[src/cso_defines.svh]
// Purpose: Offsets, reset values and widths of the output statistics counter bank.
// Assumes: Byte-wide registers on an 8-bit register address space.
// Notes: Definitions only; included by bare name.
`ifndef CSO_DEFINES_SVH
`define CSO_DEFINES_SVH

////////////////////////////////////////////////////////////////////////////////
// Register offsets, high byte of each pair; the low byte sits at offset + 1.
`define CSO_PORT0_FRAME_COUNT_HIGH_OFS 8'h90
`define CSO_PORT0_FRAME_COUNT_LOW_OFS 8'h91
`define CSO_PORT0_ERRORED_FRAME_COUNT_HIGH_OFS 8'h92
`define CSO_PORT0_ERRORED_FRAME_COUNT_LOW_OFS 8'h93
`define CSO_PORT0_LINE_COUNT_HIGH_OFS 8'h94
`define CSO_PORT0_LINE_COUNT_LOW_OFS 8'h95
`define CSO_PORT0_ERRORED_LINE_COUNT_HIGH_OFS 8'h96
`define CSO_PORT0_ERRORED_LINE_COUNT_LOW_OFS 8'h97
`define CSO_PORT1_FRAME_COUNT_HIGH_OFS 8'h98
`define CSO_PORT1_FRAME_COUNT_LOW_OFS 8'h99

////////////////////////////////////////////////////////////////////////////////
// Field positions and widths.
`define CSO_ADDR_W 8
`define CSO_DATA_W 8
`define CSO_COUNT_W 16
`define CSO_HIGH_MSB 15
`define CSO_HIGH_LSB 8
`define CSO_LOW_MSB 7
`define CSO_LOW_LSB 0
`define CSO_NUM_COUNTERS 5

////////////////////////////////////////////////////////////////////////////////
// Reset values.
`define CSO_COUNT_RESET 16'h0000
`define CSO_BYTE_RESET 8'h00
`define CSO_UNMAPPED_DATA 8'h00

`endif

[src/cso_pkg.sv]
// Purpose: Types shared by the output statistics counter bank.
// Assumes: Offsets and widths come from cso_defines.svh.
// Notes: Counter order matches the register order in the map.
`include "cso_defines.svh"

package cso_pkg;

	// Which statistics counter a register pair belongs to.
	typedef enum logic [2:0] {
		CSO_CTR_P0_FRAME = 3'h0,
		CSO_CTR_P0_ERR_FRAME = 3'h1,
		CSO_CTR_P0_LINE = 3'h2,
		CSO_CTR_P0_ERR_LINE = 3'h3,
		CSO_CTR_P1_FRAME = 3'h4
	} cso_ctr_t;

	typedef logic [`CSO_COUNT_W-1:0] cso_count_t;
	typedef logic [`CSO_DATA_W-1:0] cso_byte_t;
	typedef logic [`CSO_ADDR_W-1:0] cso_addr_t;

	// Read port sequencing: waiting, or presenting a read answer.
	typedef enum logic [1:0] {
		CSO_RD_IDLE = 2'b01,
		CSO_RD_ANSWER = 2'b10
	} cso_rd_state_t;

endpackage

[src/cso_stat_counter.sv]
// Purpose: One 16-bit statistics counter with its held low byte.
// Assumes: Event and clear are one-cycle pulses on the core clock.
// Notes: The counter wraps from 0xffff to zero.
`timescale 1ns/1ns
`include "cso_defines.svh"

module cso_stat_counter
	import cso_pkg::*;
(
	input wire logic clk_i,
	input wire logic rst_n_i,
	input wire logic event_i,
	input wire logic snap_clear_i,
	output cso_count_t count_o,
	output cso_byte_t low_hold_o
);

	cso_count_t count_q;
	cso_count_t count_d;
	cso_byte_t low_hold_q;
	cso_byte_t low_hold_d;

	////////////////////////////////////////////////////////////////////////////////
	// A snapshot copies the low byte before the clear, and an event in the same
	// cycle as the clear is kept as the first count of the new interval.
	always_comb begin
		count_d = count_q;
		low_hold_d = low_hold_q;
		if (snap_clear_i) begin
			low_hold_d = count_q[`CSO_LOW_MSB:`CSO_LOW_LSB];
			count_d = event_i ? cso_count_t'(1) : `CSO_COUNT_RESET;
		end else if (event_i) begin
			count_d = count_q + cso_count_t'(1);
		end
	end

	// Both values come up as zero after reset.
	always_ff @(posedge clk_i or negedge rst_n_i) begin
		if (!rst_n_i) begin
			count_q <= `CSO_COUNT_RESET;
			low_hold_q <= `CSO_BYTE_RESET;
		end else begin
			count_q <= count_d;
			low_hold_q <= low_hold_d;
		end
	end

	assign count_o = count_q;
	assign low_hold_o = low_hold_q;

endmodule

[src/cso_stat_bank.sv]
// Purpose: Statistics counters of the two CSI-2 output ports, read as byte pairs.
// Assumes: Register reads arrive from the control-bus slave on the core clock as
//          a one-cycle strobe with an address; counter events come from the
//          CSI-2 transmitters on the same clock.
// Notes: Registers are read only; writes to this range have no effect.
`timescale 1ns/1ns
`include "cso_defines.svh"

module cso_stat_bank
	import cso_pkg::*;
(
	input wire logic sys_clk_i,
	input wire logic arst_n_i,
	input wire logic rd_req_i,
	input wire cso_addr_t rd_addr_i,
	input wire logic port0_frame_i,
	input wire logic port0_errored_frame_i,
	input wire logic port0_line_i,
	input wire logic port0_errored_line_i,
	input wire logic port1_frame_i,
	output cso_byte_t rd_data_o,
	output logic rd_valid_o,
	output logic rd_hit_o
);

	////////////////////////////////////////////////////////////////////////////////
	// Reset release.

	logic rst_meta_q;
	logic rst_sync_q;

	// The reset asserts at once but leaves on a clock edge, so no counter sees
	// a release that lands close to an edge.
	always_ff @(posedge sys_clk_i or negedge arst_n_i) begin
		if (!arst_n_i) begin
			rst_meta_q <= 1'b0;
			rst_sync_q <= 1'b0;
		end else begin
			rst_meta_q <= 1'b1;
			rst_sync_q <= rst_meta_q;
		end
	end

	////////////////////////////////////////////////////////////////////////////////
	// Address decode.

	// High-byte offsets of the five pairs, in counter order.
	localparam cso_addr_t HIGH_OFS [`CSO_NUM_COUNTERS] = '{
		`CSO_PORT0_FRAME_COUNT_HIGH_OFS,
		`CSO_PORT0_ERRORED_FRAME_COUNT_HIGH_OFS,
		`CSO_PORT0_LINE_COUNT_HIGH_OFS,
		`CSO_PORT0_ERRORED_LINE_COUNT_HIGH_OFS,
		`CSO_PORT1_FRAME_COUNT_HIGH_OFS
	};

	// Low-byte offsets of the five pairs, in counter order.
	localparam cso_addr_t LOW_OFS [`CSO_NUM_COUNTERS] = '{
		`CSO_PORT0_FRAME_COUNT_LOW_OFS,
		`CSO_PORT0_ERRORED_FRAME_COUNT_LOW_OFS,
		`CSO_PORT0_LINE_COUNT_LOW_OFS,
		`CSO_PORT0_ERRORED_LINE_COUNT_LOW_OFS,
		`CSO_PORT1_FRAME_COUNT_LOW_OFS
	};

	logic [`CSO_NUM_COUNTERS-1:0] ctr_event;
	logic [`CSO_NUM_COUNTERS-1:0] high_sel;
	logic [`CSO_NUM_COUNTERS-1:0] low_sel;
	logic [`CSO_NUM_COUNTERS-1:0] snap_clear;
	cso_count_t ctr_count [`CSO_NUM_COUNTERS];
	cso_byte_t ctr_low [`CSO_NUM_COUNTERS];

	// Event inputs in counter order; they share the core clock, so no
	// synchroniser sits in front of them.
	assign ctr_event[CSO_CTR_P0_FRAME] = port0_frame_i;
	assign ctr_event[CSO_CTR_P0_ERR_FRAME] = port0_errored_frame_i;
	assign ctr_event[CSO_CTR_P0_LINE] = port0_line_i;
	assign ctr_event[CSO_CTR_P0_ERR_LINE] = port0_errored_line_i;
	assign ctr_event[CSO_CTR_P1_FRAME] = port1_frame_i;

	////////////////////////////////////////////////////////////////////////////////
	// Counter channels.

	// Only a read of a high byte snapshots and clears; a low-byte read has no
	// side effect, so it may be repeated freely.
	for (genvar g = 0; g < `CSO_NUM_COUNTERS; g++) begin : g_ctr
		assign high_sel[g] = (rd_addr_i == HIGH_OFS[g]);
		assign low_sel[g] = (rd_addr_i == LOW_OFS[g]);
		assign snap_clear[g] = rd_req_i && high_sel[g];

		cso_stat_counter u_ctr (
			.clk_i(sys_clk_i),
			.rst_n_i(rst_sync_q),
			.event_i(ctr_event[g]),
			.snap_clear_i(snap_clear[g]),
			.count_o(ctr_count[g]),
			.low_hold_o(ctr_low[g])
		);
	end

	////////////////////////////////////////////////////////////////////////////////
	// Read data selection.

	cso_byte_t rd_mux;
	logic rd_mux_hit;

	// A high read answers with the live upper byte in the same edge that clears
	// the counter, so the byte and the snapshot belong to one count value.
	// Unmapped addresses answer zero.
	always_comb begin
		rd_mux = `CSO_UNMAPPED_DATA;
		rd_mux_hit = 1'b0;
		for (int i = 0; i < `CSO_NUM_COUNTERS; i++) begin
			if (high_sel[i]) begin
				rd_mux = ctr_count[i][`CSO_HIGH_MSB:`CSO_HIGH_LSB];
				rd_mux_hit = 1'b1;
			end
			if (low_sel[i]) begin
				rd_mux = ctr_low[i];
				rd_mux_hit = 1'b1;
			end
		end
	end

	////////////////////////////////////////////////////////////////////////////////
	// Read answer sequencing.

	cso_rd_state_t rd_state_q;
	cso_rd_state_t rd_state_d;
	cso_byte_t rd_data_q;
	cso_byte_t rd_data_d;
	logic rd_hit_q;
	logic rd_hit_d;

	// Each request is answered on the next cycle; a request in the answer cycle
	// is taken too, so reads may follow back to back. The low register only
	// matches the high byte if software keeps the high-then-low order.
	always_comb begin
		rd_state_d = rd_state_q;
		rd_data_d = rd_data_q;
		rd_hit_d = rd_hit_q;
		unique case (rd_state_q)
			CSO_RD_IDLE: begin
				if (rd_req_i) begin
					rd_state_d = CSO_RD_ANSWER;
					rd_data_d = rd_mux;
					rd_hit_d = rd_mux_hit;
				end
			end
			CSO_RD_ANSWER: begin
				if (rd_req_i) begin
					rd_data_d = rd_mux;
					rd_hit_d = rd_mux_hit;
				end else begin
					rd_state_d = CSO_RD_IDLE;
				end
			end
			default: begin
				rd_state_d = CSO_RD_IDLE;
			end
		endcase
	end

	// The data byte keeps its value after the answer cycle so a slow control
	// bus shifter may sample it late.
	always_ff @(posedge sys_clk_i or negedge rst_sync_q) begin
		if (!rst_sync_q) begin
			rd_state_q <= CSO_RD_IDLE;
			rd_data_q <= `CSO_BYTE_RESET;
			rd_hit_q <= 1'b0;
		end else begin
			rd_state_q <= rd_state_d;
			rd_data_q <= rd_data_d;
			rd_hit_q <= rd_hit_d;
		end
	end

	assign rd_data_o = rd_data_q;
	// The answer state is one-hot, so its own bit is the valid flag straight from a flop.
	assign rd_valid_o = rd_state_q[1];
	assign rd_hit_o = rd_hit_q;

endmodule

[config.mk]
export PLATFORM = sky130hd
export DESIGN_NAME = cso_stat_bank
export DESIGN_NICKNAME = d
export VERILOG_FILES = /design/src/cso_pkg.sv /design/src/cso_stat_counter.sv /design/src/cso_stat_bank.sv
export VERILOG_INCLUDE_DIRS = /design/src
export SDC_FILE = /design/constraint.sdc
export NUM_CORES = 1
export LEC_CHECK = 0
export BUFFER_PORTS_ARGS = -buffer_cell sky130_fd_sc_hd__buf_2
export CORE_UTILIZATION = 45
export CTS_CLUSTER_DIAMETER = 40
export CTS_CLUSTER_SIZE = 28
export DETAILED_ROUTE_END_ITERATION = 7
export REMOVE_ABC_BUFFERS = 1
export SKIP_LAST_GASP = 1
export SYNTH_ARGS = -nofsm -noshare
export SYNTH_HDL_FRONTEND = slang
export SYNTH_SLANG_ARGS = --single-unit
[constraint.sdc]
create_clock -name sys_clk_i -period 12.3 [get_ports sys_clk_i]
set_clock_uncertainty 0.2 [all_clocks]
set_input_delay 0 -clock sys_clk_i [delete_from_list [all_inputs] [get_ports sys_clk_i]]
set_output_delay 0 -clock sys_clk_i [all_outputs]
set_load 0.02 [all_outputs]
# Word level (Yosys, flattened, before mapping)
# Index checks and enable logic that the tools add are counted.
[totals] reg_bits=133 elab_cells=85
[op_classes] n_addsub=5 muxes=38 eq_ne=14 n_reduce_logical=13
[op_table] cell="$mux W16" n=10
[op_table] cell="$add A16 B1 Y16 const B" n=5
[op_table] cell="$eq A8 B8 Y1 const B" n=10
[op_table] cell="$mux W8" n=10
[op_table] cell="$mux W1" n=15
[op_table] cell="$reduce_bool A2 Y1" n=5
[op_table] cell="$logic_and A1 B1 Y1" n=5
[op_table] cell="$mux W2" n=2
[op_table] cell="$ne A2 B2 Y1 const B" n=2
[op_table] cell="$pmux W2 S2" n=1
[op_table] cell="$reduce_and A2 Y1" n=2
[op_table] cell="$eq A2 B1 Y1 const B" n=1
[op_table] cell="$eq A2 B2 Y1 const B" n=1
[op_table] cell="$reduce_or A2 Y1" n=1

# Longest topological paths before layout
[logic_depth] word_depth=11 ltp_mapped=7

# By module
# From an unflattened synthesis, not the netlist that was laid out.
[unflattened] hier_cells=653 area_unflattened_um2=6881.6
[by_module_without_submodules] mod="cso_stat_counter" cells_per_inst=95 instances=5 area_per_inst_um2=1077.3 seq_area_each_um2=600.6
[by_module_without_submodules] mod="cso_stat_bank" cells_per_inst=178 instances=1 area_per_inst_um2=1495.2 seq_area_each_um2=326.6

# Worst setup path before layout
# No wires, ideal clock.
[synth_timing] path_type="reg2reg" from="register rd_state_q[1]" to="register rd_data_q[6] (netlist: rd_data_o[6])" setup_slack_ns=10.329 stages_incl_launch_ff=8 required_time_ns=12.006 arrival_ns=1.677 n_path_buf=2 path_cell_list="dfrtp_1 -> inv_1 -> ha_1 -> nand2b_1 -> clkbuf_1 -> clkbuf_1 -> a211oi_1 -> a211oi_1"
[synth_between] elab_chain_cells=3
[synth_lines] item="from (decl)" line_no="cso_stat_bank.sv:127" rtl="cso_rd_state_t rd_state_q;"
[synth_lines] item="from (signal assigned)" line_no="cso_stat_bank.sv:171" rtl="rd_state_q <= rd_state_d;"
[synth_lines] item="$eq A2 B2 Y1 / $eq A2 B1 Y1 (equally long branches)" line_no="cso_stat_bank.sv:141" rtl="unique case (rd_state_q)"
[synth_lines] item="$reduce_or A2 Y1 (no line) *"
[synth_lines] item="$reduce_and A2 Y1 (no line) *"
[synth_lines] item="to (signal assigned)" line_no="cso_stat_bank.sv:168" rtl="rd_data_q <= `CSO_BYTE_RESET;"
[synth_lines] item="to (signal assigned)" line_no="cso_stat_bank.sv:172" rtl="rd_data_q <= rd_data_d;"
[synth_lines] item="to (decl)" line_no="cso_stat_bank.sv:129" rtl="cso_byte_t rd_data_q;"
# Every way passes the cells marked *; elsewhere a longest branch is shown, timed or not.
# A chain may end at the register's enable or synchronous reset.

# Final worst setup path
[layout_timing] from="input port rd_req_i" to="register g_ctr[1].u_ctr.low_hold_q[3]"
[layout_between] elab_chain_cells=1
[layout_lines] item="from (decl)" line_no="cso_stat_bank.sv:14" rtl="input wire logic rd_req_i,"
[layout_lines] item="$logic_and A1 B1 Y1" line_no="cso_stat_bank.sv:88" rtl="assign snap_clear[g] = rd_req_i && high_sel[g];"
[layout_lines] item="to (signal assigned)" line_no="cso_stat_counter.sv:41" rtl="low_hold_q <= `CSO_BYTE_RESET;"
[layout_lines] item="to (signal assigned)" line_no="cso_stat_counter.sv:44" rtl="low_hold_q <= low_hold_d;"
[layout_lines] item="to (decl)" line_no="cso_stat_counter.sv:20" rtl="cso_byte_t low_hold_q;"
# No other way between the ends.

==> impl_metrics.env <==
export IMPL_status="complete, no violations"
export IMPL_ys_ff_latch=133
export IMPL_antenna_found_initial=0
export IMPL_fin_setup_tns_ns=0
export IMPL_min_from="rd_addr_i[4]"
export IMPL_worstPathArrival_ns=2.36
export IMPL_cp_data_required_time_ns=12.40
export IMPL_core_area_sq_um=14500
export IMPL_clkTransAtPathRegs_ns=0.06
export IMPL_timing_fmax_ghz=0.443
export IMPL_cts_max_level=4
export IMPL_hold_viol_final=0
export IMPL_rsz0062_at_grt="false"
export IMPL_seq_area_sq_um=3330
export IMPL_setup_viol=0
export IMPL_dp_cells=854
export IMPL_synth_top_cell_by_area="dfrtp_1"
export IMPL_post_route_period_util=0.183
export IMPL_grt_max_degree=74
export IMPL_fillCellCount=1331
export IMPL_maxSlewHeadroom=0.393
export IMPL_num_rows=44
export IMPL_vias=4898
export IMPL_clock_path_buffers=2
export IMPL_drc=0
export IMPL_r2r_slack_ns=10.25
export IMPL_crit_start="rd_req_i"
export IMPL_rr_endpoint="rd_data_o[0]"
export IMPL_grt_pass1_wl_microns=24700
export IMPL_drt_iter0_markers=425
export IMPL_synth_seq_area_share=0.495
export IMPL_dp_worst_setup_slack_ns=9.92
export IMPL_clock_sinks=133
export IMPL_synthFlopType="dfrtp_1"
export IMPL_cp_end_kind="flop"
export IMPL_yosysUniqueCellTypes=55
export IMPL_synth_warnings=0
export IMPL_holdPathStages=5
export IMPL_postCtsSetupRepairBufs=0
export IMPL_synth_edff_count=0
export IMPL_tightestPinTransition_ns=0.908
export IMPL_place_congestion=0.811
export IMPL_ant_nets=0
export IMPL_avgSynthCellArea_sq_um=9.94
export IMPL_crit_type="in2reg"
export IMPL_maxCapViolations=0
export IMPL_drv_slew=0
export IMPL_antenna_cells=0
export IMPL_dieArea_sq_um=15400
export IMPL_timing_final_ws_setup_ns=10.04
export IMPL_gr_usage_all_layers=0.201
export IMPL_yosys_area_top_type_share=0.491
export IMPL_first_pass_iters=5
export IMPL_cts_made_buffers=17
export IMPL_die_w_microns=124
export IMPL_root_buffer="clkbuf_16"
export IMPL_cts_tree="done"
export IMPL_grt_pass1_vias=4987
export IMPL_reg2reg_depth=5
export IMPL_area_delta_synth_final_pct=13.6
export IMPL_p_per_area_nw_per_um2=180
export IMPL_dieHeight_microns=124
export IMPL_wirelength_microns=14400
export IMPL_start_kind="input port"
export IMPL_synth_commonest_cells="132 x dfrtp_1, 110 x nor2_1, 45 x nand2_1"
export IMPL_syn_inst=676
export IMPL_min_to="rd_data_o[2]"
export IMPL_hold_path_class="in2reg"
export IMPL_drive_gt1_frac=0.144
export IMPL_clock_latency_ns=0.42
export IMPL_multi_input_area_sq_um=3120
export IMPL_hpwl_microns=10000
export IMPL_vdd_drop_max_uv=101
export IMPL_async_reset_ff_frac=1.00
export IMPL_start_util=0.462
export IMPL_min_period_ns=2.26
export IMPL_grt_remaining_overflow=0
export IMPL_portBuffers=25
export IMPL_vias_per_cell=5.45
export IMPL_rr_startpoint="rd_state_q[0]"
export IMPL_synth_area_leaders="dfrtp_1 49%, nor2_1 6.1%, xor2_1 5.7%, mux2_2 4.5%, xnor2_1 3.1%"
export IMPL_finalNonFillerCells=898
export IMPL_ios=26
export IMPL_nets=724
export IMPL_netlist_area_sq_um=6720
export IMPL_cts_resized=0
export IMPL_p_leak_uw=0.00345
export IMPL_routedWlPerCell_microns=16.0
export IMPL_synth_most_common_cell="dfrtp_1"
export IMPL_path_max_fanout=24
## logic make-up (layout without fill, tap and decap cells)
| logic type | after synthesis | after routing | synth area share |
|---|---|---|---|
| buffers and inverters | 56 | 94 | 0.0406 |
| AOI/OAI and AO/OA | 94 | 94 | 0.0908 |
| adders and majority gates | 7 | 7 | 0.0130 |
| other | 1 | 1 | 0.000558 |
| xor gates and xnor gates | 68 | 68 | 0.0886 |
| DFF | 133 | 133 | 0.495 |
| and+or+nand+nor | 275 | 275 | 0.200 |
| muxes | 42 | 42 | 0.0706 |
## power breakdown
group	internal (uW)	total, uW	switching, uW
Combinational	111	252	141
Sequential	518	611	93.2
Clock	331	510	178
Total	960	1370	412
## area by class of cell
type / instances / area share
Clock buffer: 21 / 0.0616
Clock inverter: 11 / 0.0170
Inverter: 22 / 0.0108
Multi-Input combinational cell: 487 / 0.409
Sequential cell: 133 / 0.436
Tap cell: 184 / 0.0301
Timing Repair Buffer: 40 / 0.0351
## worst max-delay path by stage
stage          slack, ns                           end
2_1_floorplan       8.12     g_ctr[0].u_ctr.count_o[0]
3_3_place_gp        9.96  g_ctr[1].u_ctr.low_hold_o[0]
3_5_place_dp        9.92  g_ctr[1].u_ctr.low_hold_o[3]
4_1_cts            10.07  g_ctr[1].u_ctr.low_hold_o[3]
5_1_grt             9.92  g_ctr[1].u_ctr.low_hold_o[3]
6_report           10.04  g_ctr[1].u_ctr.low_hold_o[3]
## critical path: stages
cell and delay (ns):
dlygate4sd3_1 0.52, buf_2 0.15, nor2b_1 0.24, nand2_1 0.22, nor3_4 0.81, mux2_2 0.42
## metrics by stage
stage          utilization  hold slack (ns)  total power [uW]  cell area [sq um]
2_1_floorplan            -           -0.496               776               6530
6_report             0.526           0.0263              1370               7640
3_5_place_dp         0.476           -0.409               862               6920
3_3_place_gp         0.476           -0.413               848               6920
5_1_grt              0.526           0.0434              1450               7640
4_1_cts              0.526         0.000540              1390               7640
## layer usage
layer | vias to the layer above | track usage | part of all wire
met5 | - | 0 | 0
met4 | 0 | 0.0964 | 0.026
met3 | 26 | 0.0483 | 0.042
met2 | 99 | 0.303 | 0.46
met1 | 2391 | 0.271 | 0.47
li1 | 2382 | - | -
## cells in the final DEF (no fill, tap or decap), drive strengths merged, types with 12 or more instances in the layout
cell type,instances
a211oi,12
a21oi,13
buf,28
clkbuf,21
dfrtp,132
dlygate4sd3,12
inv,22
mux2,33
nand2,45
nand3,27
nand4,23
nor2,112
nor3,17
o21ai,43
xnor2,24
xor2,44
## what timing repair did
item	CTS	global route
hold endpoints to repair	50	0
hold buffers	12	0
endpoints found under the setup margin	0	0
## state kept, by name, indices dropped and copies added (netlist names)
name                    count
g_ctr.u_ctr.count_o        80
rd_state_q                  2
g_ctr.u_ctr.low_hold_o     40
rst_sync_q                  1
rst_meta_q                  1
rd_data_o                   8
rd_hit_o                    1
(Power assumes the default switching activity.)
